`config.mk`:
```
export PLATFORM = sky130hd
export DESIGN_NAME = dac_clock_and_delay_ctrl_regs
export DESIGN_NICKNAME = d
export VERILOG_FILES = /design/src/rtl/dac_cfg_pkg.sv /design/src/rtl/cfg_access_if.sv /design/src/rtl/cfg_serial_port.sv /design/src/rtl/dac_clock_and_delay_ctrl_regs.sv
export SDC_FILE = /design/constraint.sdc
export NUM_CORES = 1
export LEC_CHECK = 0
export BUFFER_PORTS_ARGS = -buffer_cell sky130_fd_sc_hd__buf_2
export CORE_MARGIN = 8
export CORE_UTILIZATION = 50
export DETAILED_ROUTE_END_ITERATION = 10
export GPL_ROUTABILITY_DRIVEN = 1
export HOLD_SLACK_MARGIN = 0.05
export PLACE_DENSITY = 0.71
export SLEW_MARGIN = 20
export SYNTH_ARGS = -nofsm -noshare
export SYNTH_HDL_FRONTEND = slang
export SYNTH_SLANG_ARGS = --single-unit
```
`constraint.sdc`:
```
create_clock -name core_clk -period 5.7 [get_ports core_clk]
set_clock_uncertainty 0.2 [all_clocks]
set_input_delay 0.855 -clock core_clk [delete_from_list [all_inputs] [get_ports core_clk]]
set_output_delay 0.855 -clock core_clk [all_outputs]
set_load 0.05 [all_outputs]
```
`src/rtl/dac_cfg_pkg.sv`:
```
// package: register map, field positions, reset values and frame sizes of the config block
package dac_cfg_pkg;

  // ****************************************
  // serial frame layout
  // ****************************************
  localparam int ADDR_W = 13;
  localparam int DATA_W = 8;
  localparam int INSTR_BITS = 16;
  localparam int FRAME_BITS = 24;
  localparam int RW_BIT = 15;

  // ****************************************
  // register offsets
  // ****************************************
  localparam logic [ADDR_W-1:0] CLKRX_OFS = 13'h0032;
  localparam logic [ADDR_W-1:0] DLYCTL_OFS = 13'h0033;
  localparam logic [ADDR_W-1:0] BIAS_OFS = 13'h0036;

  // ****************************************
  // clock_receiver_control fields
  // ****************************************
  localparam int CLKRX_EN_BIT = 7;
  localparam int CLKRX_RSVD_BIT = 6;
  localparam int CLKRX_POS_PIN_LEVEL_POLARITY_BIT = 5;
  localparam int CLKRX_PADJ_HI = 4;
  localparam int CLKRX_PADJ_LO = 1;
  localparam int CLKRX_NEG_PIN_LEVEL_POLARITY_BIT = 0;
  localparam logic [DATA_W-1:0] CLKRX_RST = 8'h1E;

  // ****************************************
  // delay_lock_control fields
  // ****************************************
  localparam int DLY_GATE_BIT = 7;
  localparam int DLY_SLOPE_BIT = 6;
  localparam int DLY_MODE_HI = 5;
  localparam int DLY_MODE_LO = 4;
  localparam int DLY_CAPT_BIT = 3;
  localparam int DLY_GAIN_HI = 2;
  localparam int DLY_GAIN_LO = 1;
  localparam int DLY_EN_BIT = 0;
  localparam logic [1:0] CODE_INVALID = 2'h3;
  localparam logic [DATA_W-1:0] DLYCTL_RST = 8'h02;

  // ****************************************
  // converter_bias_control fields
  // ****************************************
  localparam int BIAS_PD_BIT = 7;
  localparam int BIAS_MIRROR_BANDWIDTH_SELECT_HI = 1;
  localparam int BIAS_MIRROR_BANDWIDTH_SELECT_LO = 0;
  localparam logic [DATA_W-1:0] BIAS_MASK = 8'h83;
  localparam logic [DATA_W-1:0] BIAS_RST = 8'h00;

  // ****************************************
  // readback widths and pin synchroniser reset
  // ****************************************
  localparam int DELAY_W = 9;
  localparam int PHASE_W = 5;
  localparam logic [2:0] PIN_RST = 3'h4;

endpackage : dac_cfg_pkg

```
`src/rtl/cfg_access_if.sv`:
```
// interface: register access strobes between serial port and register bank
interface cfg_access_if;
  import dac_cfg_pkg::*;
  logic wr_stb;
  logic [ADDR_W-1:0] addr;
  logic [DATA_W-1:0] wdata;
  logic [DATA_W-1:0] rdata;
  modport port (output wr_stb, output addr, output wdata, input rdata);
  modport regs (input wr_stb, input addr, input wdata, output rdata);
endinterface : cfg_access_if

```
`src/rtl/cfg_serial_port.sv`:
```
// module: serial configuration port, oversampled on the core clock
module cfg_serial_port (
  input wire logic core_clk,
  input wire logic sys_rst,
  input wire logic sclk,
  input wire logic csb_n,
  input wire logic sdio_i,
  output logic sdio_o,
  output logic sdio_oe,
  cfg_access_if.port acc
);
  import dac_cfg_pkg::*;

  // ****************************************
  // pin synchronisers: index 2 chip select, 1 clock, 0 data
  // ****************************************
  logic [2:0] pins;
  logic [2:0] stab_q;
  logic [2:0] prev_q;
  assign pins = {csb_n, sclk, sdio_i};

  genvar gi;
  generate
    for (gi = 0; gi < 3; gi++) begin : g_sync
      logic [2:0] sync_q;
      always_ff @(posedge core_clk or posedge sys_rst) begin
        if (sys_rst) begin
          sync_q <= {3{PIN_RST[gi]}};
          stab_q[gi] <= PIN_RST[gi];
          prev_q[gi] <= PIN_RST[gi];
        end else begin
          sync_q <= {sync_q[1:0], pins[gi]};
          // a change counts once the second and third stage agree
          if (sync_q[1] == sync_q[2]) begin
            stab_q[gi] <= sync_q[2];
          end
          prev_q[gi] <= stab_q[gi];
        end
      end
    end
  endgenerate

  // ****************************************
  // frame decode
  // ****************************************
  logic active;
  logic sclk_rise;
  logic sclk_fall;
  logic is_read;
  logic in_data;
  logic [4:0] cnt_q;
  logic [INSTR_BITS-1:0] instr_q;
  logic [DATA_W-1:0] dat_q;
  logic [DATA_W-1:0] tx_q;
  logic wr_stb_q;
  logic sdo_q;
  logic oe_q;

  assign active = ~stab_q[2];
  assign sclk_rise = stab_q[1] & ~prev_q[1];
  assign sclk_fall = ~stab_q[1] & prev_q[1];
  assign is_read = instr_q[RW_BIT];
  assign in_data = (cnt_q >= 5'(INSTR_BITS)) && (cnt_q < 5'(FRAME_BITS));

  always_ff @(posedge core_clk or posedge sys_rst) begin
    if (sys_rst) begin
      cnt_q <= 5'h00;
      instr_q <= 16'h0000;
      dat_q <= 8'h00;
      wr_stb_q <= 1'b0;
    end else begin
      wr_stb_q <= 1'b0;
      if (!active) begin
        cnt_q <= 5'h00;
      end else if (sclk_rise && cnt_q != 5'(FRAME_BITS)) begin
        cnt_q <= cnt_q + 5'h01;
        if (cnt_q < 5'(INSTR_BITS)) begin
          instr_q <= {instr_q[INSTR_BITS-2:0], stab_q[0]};
        end else begin
          dat_q <= {dat_q[DATA_W-2:0], stab_q[0]};
        end
        // write lands on the last data bit; extra clocks are ignored
        wr_stb_q <= (cnt_q == 5'(FRAME_BITS - 1)) & ~is_read;
      end
    end
  end

  // read data leaves on falling edges so the host samples it on rising ones
  always_ff @(posedge core_clk or posedge sys_rst) begin
    if (sys_rst) begin
      tx_q <= 8'h00;
      sdo_q <= 1'b0;
      oe_q <= 1'b0;
    end else if (!active) begin
      oe_q <= 1'b0;
    end else if (sclk_fall && in_data && is_read) begin
      oe_q <= 1'b1;
      if (cnt_q == 5'(INSTR_BITS)) begin
        sdo_q <= acc.rdata[DATA_W-1];
        tx_q <= {acc.rdata[DATA_W-2:0], 1'b0};
      end else begin
        sdo_q <= tx_q[DATA_W-1];
        tx_q <= {tx_q[DATA_W-2:0], 1'b0};
      end
    end
  end

  assign acc.wr_stb = wr_stb_q;
  assign acc.addr = instr_q[ADDR_W-1:0];
  assign acc.wdata = dat_q;
  assign sdio_o = sdo_q;
  assign sdio_oe = oe_q;

endmodule : cfg_serial_port

```
`src/rtl/dac_clock_and_delay_ctrl_regs.sv`:
```
// module: clock receiver, delay-lock and bias configuration registers
// How it works
// - bit 7 enables sample-clock receiver
// - receiver enable resets to zero
// - bit 5 sets positive-pin level sign
// - bits 4:1 positive-pin level, default ones
// - bit 0 sets negative-pin level sign
// - bit 7 high stops delay controller clock
// - bit 6 target slope, compared when measured
// - bits 5:4 controller mode, 11 invalid
// - rising bit 3 captures locked delay/phase
// - bits 2:1 tracking gain, 11 invalid
// - bit 0 turns delay controller on
// - bias bit 7 powers converter down
// - bias bits 1:0 select mirror bandwidth
module dac_clock_and_delay_ctrl_regs (
  input wire logic core_clk,
  input wire logic sys_rst,
  input wire logic sclk,
  input wire logic csb_n,
  input wire logic sdio_i,
  output logic sdio_o,
  output logic sdio_oe,
  output logic clock_receiver_enable,
  output logic pos_pin_level_polarity,
  output logic [3:0] pos_pin_level_adjust,
  output logic neg_pin_level_polarity,
  output logic delay_ctrl_clock_gate,
  output logic target_slope_positive,
  output logic [1:0] delay_ctrl_mode,
  output logic [1:0] track_gain,
  output logic delay_ctrl_on,
  input wire logic [dac_cfg_pkg::DELAY_W-1:0] live_delay,
  input wire logic [dac_cfg_pkg::PHASE_W-1:0] live_phase,
  input wire logic measured_slope,
  input wire logic target_phase_hit,
  output logic slope_match,
  output logic lock_readback_capture,
  output logic [dac_cfg_pkg::DELAY_W-1:0] locked_delay_value,
  output logic [dac_cfg_pkg::PHASE_W-1:0] target_phase_value,
  output logic converter_power_down,
  output logic [1:0] mirror_bandwidth_select
);
  import dac_cfg_pkg::*;

  // ****************************************
  // serial port
  // ****************************************
  cfg_access_if acc ();

  cfg_serial_port u_port (
    .core_clk (core_clk),
    .sys_rst (sys_rst),
    .sclk (sclk),
    .csb_n (csb_n),
    .sdio_i (sdio_i),
    .sdio_o (sdio_o),
    .sdio_oe (sdio_oe),
    .acc (acc)
  );

  // ****************************************
  // address decode
  // ****************************************
  logic hit_clkrx;
  logic hit_dly;
  logic hit_bias;
  logic wr_clkrx;
  logic wr_dly;
  logic wr_bias;

  assign hit_clkrx = (acc.addr == CLKRX_OFS);
  assign hit_dly = (acc.addr == DLYCTL_OFS);
  assign hit_bias = (acc.addr == BIAS_OFS);
  assign wr_clkrx = acc.wr_stb & hit_clkrx;
  assign wr_dly = acc.wr_stb & hit_dly;
  assign wr_bias = acc.wr_stb & hit_bias;

  // ****************************************
  // clock_receiver_control
  // ****************************************
  logic [DATA_W-1:0] clkrx_q;

  // reserved bit 6 is stored as written; the host keeps it at reset value
  always_ff @(posedge core_clk or posedge sys_rst) begin
    if (sys_rst) begin
      clkrx_q <= CLKRX_RST;
    end else if (wr_clkrx) begin
      clkrx_q <= acc.wdata;
    end
  end

  // enable stays off until the host has a stable clock
  assign clock_receiver_enable = clkrx_q[CLKRX_EN_BIT];
  assign pos_pin_level_polarity = clkrx_q[CLKRX_POS_PIN_LEVEL_POLARITY_BIT];
  assign pos_pin_level_adjust = clkrx_q[CLKRX_PADJ_HI:CLKRX_PADJ_LO];
  assign neg_pin_level_polarity = clkrx_q[CLKRX_NEG_PIN_LEVEL_POLARITY_BIT];

  // ****************************************
  // delay_lock_control
  // ****************************************
  logic [DATA_W-1:0] dly_q;
  logic [DATA_W-1:0] dly_d;
  logic [1:0] wr_mode;
  logic [1:0] wr_gain;
  logic [1:0] mode_d;
  logic [1:0] gain_d;
  logic capt_rise;

  assign wr_mode = acc.wdata[DLY_MODE_HI:DLY_MODE_LO];
  assign wr_gain = acc.wdata[DLY_GAIN_HI:DLY_GAIN_LO];
  // an invalid code keeps the field at its previous setting
  assign mode_d = (wr_mode == CODE_INVALID) ? dly_q[DLY_MODE_HI:DLY_MODE_LO] : wr_mode;
  assign gain_d = (wr_gain == CODE_INVALID) ? dly_q[DLY_GAIN_HI:DLY_GAIN_LO] : wr_gain;
  assign dly_d = {acc.wdata[DLY_GATE_BIT], acc.wdata[DLY_SLOPE_BIT], mode_d,
                  acc.wdata[DLY_CAPT_BIT], gain_d, acc.wdata[DLY_EN_BIT]};
  assign capt_rise = wr_dly & ~dly_q[DLY_CAPT_BIT] & acc.wdata[DLY_CAPT_BIT];

  always_ff @(posedge core_clk or posedge sys_rst) begin
    if (sys_rst) begin
      dly_q <= DLYCTL_RST;
    end else if (wr_dly) begin
      dly_q <= dly_d;
    end
  end

  assign delay_ctrl_clock_gate = dly_q[DLY_GATE_BIT];
  assign target_slope_positive = dly_q[DLY_SLOPE_BIT];
  assign delay_ctrl_mode = dly_q[DLY_MODE_HI:DLY_MODE_LO];
  assign track_gain = dly_q[DLY_GAIN_HI:DLY_GAIN_LO];
  // host turns on boost and duty correction before this bit
  assign delay_ctrl_on = dly_q[DLY_EN_BIT];

  // ****************************************
  // slope comparison and lock capture
  // ****************************************
  logic match_q;
  logic capt_q;
  logic [DELAY_W-1:0] cap_delay_q;
  logic [PHASE_W-1:0] cap_phase_q;

  // match is refreshed each time the target phase is seen
  always_ff @(posedge core_clk or posedge sys_rst) begin
    if (sys_rst) begin
      match_q <= 1'b0;
    end else if (target_phase_hit) begin
      match_q <= (measured_slope == dly_q[DLY_SLOPE_BIT]);
    end
  end

  // the controller keeps its delay at or below 431
  always_ff @(posedge core_clk or posedge sys_rst) begin
    if (sys_rst) begin
      capt_q <= 1'b0;
      cap_delay_q <= 9'h000;
      cap_phase_q <= 5'h00;
    end else begin
      capt_q <= capt_rise;
      if (capt_rise) begin
        cap_delay_q <= live_delay;
        cap_phase_q <= live_phase;
      end
    end
  end

  // host best practice: positive slope with phase 14
  assign slope_match = match_q;
  assign lock_readback_capture = capt_q;
  assign locked_delay_value = cap_delay_q;
  assign target_phase_value = cap_phase_q;

  // ****************************************
  // converter_bias_control
  // ****************************************
  logic [DATA_W-1:0] bias_q;

  always_ff @(posedge core_clk or posedge sys_rst) begin
    if (sys_rst) begin
      bias_q <= BIAS_RST;
    end else if (wr_bias) begin
      bias_q <= acc.wdata & BIAS_MASK;
    end
  end

  assign converter_power_down = bias_q[BIAS_PD_BIT];
  assign mirror_bandwidth_select = bias_q[BIAS_MIRROR_BANDWIDTH_SELECT_HI:BIAS_MIRROR_BANDWIDTH_SELECT_LO];

  // ****************************************
  // read mux: unmapped offsets read zero
  // ****************************************
  assign acc.rdata = hit_clkrx ? clkrx_q :
                     hit_dly ? dly_q :
                     hit_bias ? bias_q : 8'h00;

endmodule : dac_clock_and_delay_ctrl_regs

```
==> impl_metrics.toml <==
[sta]
finalCritPeriodShare_pct = 47.1
rsz0062_at_grt = "no"
slew_viol_final = 0
fin_setup_tns_ps = 0
setup_ws_ps = 3010
min_period_ps = 2690
setup_viol = 0
finalHoldViolations = 0
slew_headroom_pct = 32.4
worstMarginPinSlew_ps = 1010
fmax_mhz = 372

[logic_synthesis]
syn-num-nets = 287
synth_compound_area_share_pct = 2.75
ys_seq_elements = 87
yosys-top-cells-area = "dfrtp_1 53%, mux2_2 13%, dfstp_2 6.4%, mux2_4 4.1%, mux2i_1 4.1%"
synth-adder-area-share_pct = 1.49
synth_top_area_share_pct = 52.9
synth_xor_area_share_pct = 1.19
syn_avg_cell_area_um2 = 14.0
synth_area_leader_cell = "dfrtp_1"
netlist_instances = 264
ys.flop_type = "dfrtp_1"
netlist_area_um2 = 3690
synth_top_family_by_area = "multiplexers"
yosys.area_share.simple_pct = 10.2
synth-async-reset-ratio_pct = 100
yosysSeqAreaShare_pct = 59.3
yosysUniqueCellTypes = 40
synth_edf_count = 0
synth_warnings = 0
muxShareOfSynthArea_pct = 21.6

[clock_tree]
clk_pin_slew_ps = 90
cts_tree = "built"
cts_setup_buffers = 0
clock_sinks = 87
insertion_delay_ps = 350
numCtsBuffers = 9
holdBufCountCts = 0
clock_tree.root_cell = "clkbuf_8"
cts_resized = 0
h-tree-depth = 3
clockBufferDepth = 2

[setup_path]
worst_setup_path_end_kind = "flip-flop"
cp_max_fo = 12
arrival_ps = 2750
crit_type = "reg -> reg"
worstPathRequired_ps = 5760
startpoint_type = "flip-flop"

[drt]
vias_per_cell = 5.17
drtIter0Drc = 78
drt-wirelength-per-cell_um = 16.0
wirelength_mm = 6.69
antenna_left = 0
drt_first_pass_iters = 4
dr_total_vias = 2160
remaining_drc_errors = 0

[global_routing]
grt_pass1_wl_mm = 11.1
grt-ovfl-total = 0
grt_antenna_before_repair = 0
grt_pass1_vias = 2309
grt_max_degree = 57
grtUsageTotal_pct = 13.8

[power]
power.static_leakage_nw = 2.07
finalPower_mw = 1.32
p_per_area_nw_per_um2 = 314
ir_worst_vdd_mv = 0.150

[hold_path]
min-delay-path-class = "reg -> reg"

[floorplanning]
io_pins = 56
core_um2 = 7210
die_x_um = 102
rows = 31
die_area_um2 = 10400
start_util_pct = 51.1
fp.dieH_um = 102

[placed_design]
gp_congestion = 0.816
io_buffers = 55
hpwl_mm = 4.74
pre_cts_ws_ps = 3040

[outcome]
status = "finished, final reports clean"

[job]
cap_violations = 0

[finish]
drive_gt1_share_pct = 45.5
syn_to_final_growth_pct = 14.1
fin_nets = 337
diodes = 0
==> Yosys cell counts, drive strengths merged, types with 2 or more instances <==
library cell,number
a21oi,4
buf,13
clkbuf,5
dfrtp,78
dfstp,9
ha,2
inv,5
maj3,3
mux2,54
mux2i,15
nand2,5
nand3,6
nand3b,2
nand4,6
nand4b,2
nor2,13
nor2b,11
nor3,4
nor3b,2
o21ai,8
o22a,2
xnor2,2
xor2,3
==> metal layers <==
| layer | track usage (%) | part of all wire [%] |
|---|---|---|
| met3 | 4.63 | 7.6 |
| met5 | 0 | 0 |
| met4 | 5.76 | 1.4 |
| met2 | 20.0 | 44 |
| met1 | 18.6 | 47 |
==> cells in the final DEF, fill, tap and decap left out, types with 3 or more instances in the layout <==
cell type | Yosys | final
buf_2 | 4 | 55
dfrtp_1 | 78 | 78
mux2i_1 | 15 | 15
maj3_1 | 3 | 3
xor2_1 | 3 | 3
nand4_1 | 5 | 5
clkbuf_8 | 0 | 10
dfstp_2 | 9 | 9
nand3_1 | 5 | 5
nor2_1 | 13 | 13
nand2_1 | 5 | 5
inv_1 | 5 | 4
nor2b_1 | 11 | 11
o21ai_0 | 8 | 8
mux2_4 | 10 | 10
mux2_2 | 44 | 44
a21oi_1 | 4 | 4
==> registers in the layout, indices dropped and copies added, names as in the netlist, 5 cells and up <==
register	count
u_port.g_sync.sync_q	9
target_phase_value	5
u_port.instr_q	16
u_port.tx_q	7
u_port.cnt_q	5
u_port.acc.wdata	8
clkrx_q	8
dly_q	8
locked_delay_value	9
==> worst max-delay path, cell delays in order (launching register included) <==
cell     delay [ps]
dfrtp_1         500
or3b_2          510
nor3_2          820
nand4_1         330
o21ai_0         240
==> logic make-up after synthesis <==
logic type                 after synthesis
buffers and inverters                   23
and+or+nand+nor                         58
xor gates and xnor gates                 5
DFF                                     87
adders and majority gates                5
muxes                                   69
AOI/OAI and AO/OA                       17
==> path summary, 6_finish.rpt <==
check | from | end | slack [ps] | cells after the start
min reg2reg | u_port.g_sync[1].sync_q[0]$_DFF_PP0_ | u_port.g_sync[1].sync_q[1]$_DFF_PP0_ | 160 | 0
min | u_port.g_sync[1].sync_q[0]$_DFF_PP0_ | u_port.g_sync[1].sync_q[1]$_DFF_PP0_ | 160 | 0
max reg2reg | u_port.cnt_q[4]$_DFFE_PP0P_ | u_port.tx_q[7]$_DFFE_PP0P_ | 3010 | 4
min in group asynchronous | sys_rst | target_phase_value[0]$_DFFE_PP0P_ | 320 | 2
max in group asynchronous | sys_rst | u_port.instr_q[1]$_DFFE_PP0P_ | 3900 | 3
max | u_port.cnt_q[4]$_DFFE_PP0P_ | u_port.tx_q[7]$_DFFE_PP0P_ | 3010 | 4
==> where the power goes <==
group / switching [mW] / leakage (nW) / internal, mW
Combinational: 0.0807 / 0.857 / 0.0831
Clock: 0.219 / 0.0993 / 0.217
Sequential: 0.0594 / 1.12 / 0.663
==> area by class of cell <==
class                   count  area (um^2)
fillers                   611         3000
flip-flops and latches     87         2190
multi-input cells         154         1380
repair buffers             57          290
clock buffers              10          138
well taps                  99          124
clock inverters             6         67.6
inverters                   5         20.0
==> stage by stage <==
| step | hold slack [ps] | utilization (%) | std cells | area [um^2] |
|---|---|---|---|---|
| 6_report | 158 | 58.4 | 418 | 4210 |
| 5_1_grt | 163 | 58.4 | 418 | 4210 |
| 4_1_cts | 161 | 58.3 | 418 | 4210 |
| 3_5_place_dp | 140 | 55.4 | 402 | 4000 |
| 3_3_place_gp | 134 | 55.4 | 402 | 4000 |
| 2_1_floorplan | 131 | - | 264 | 3690 |
No activity file was read; power rests on OpenSTA's default activity.
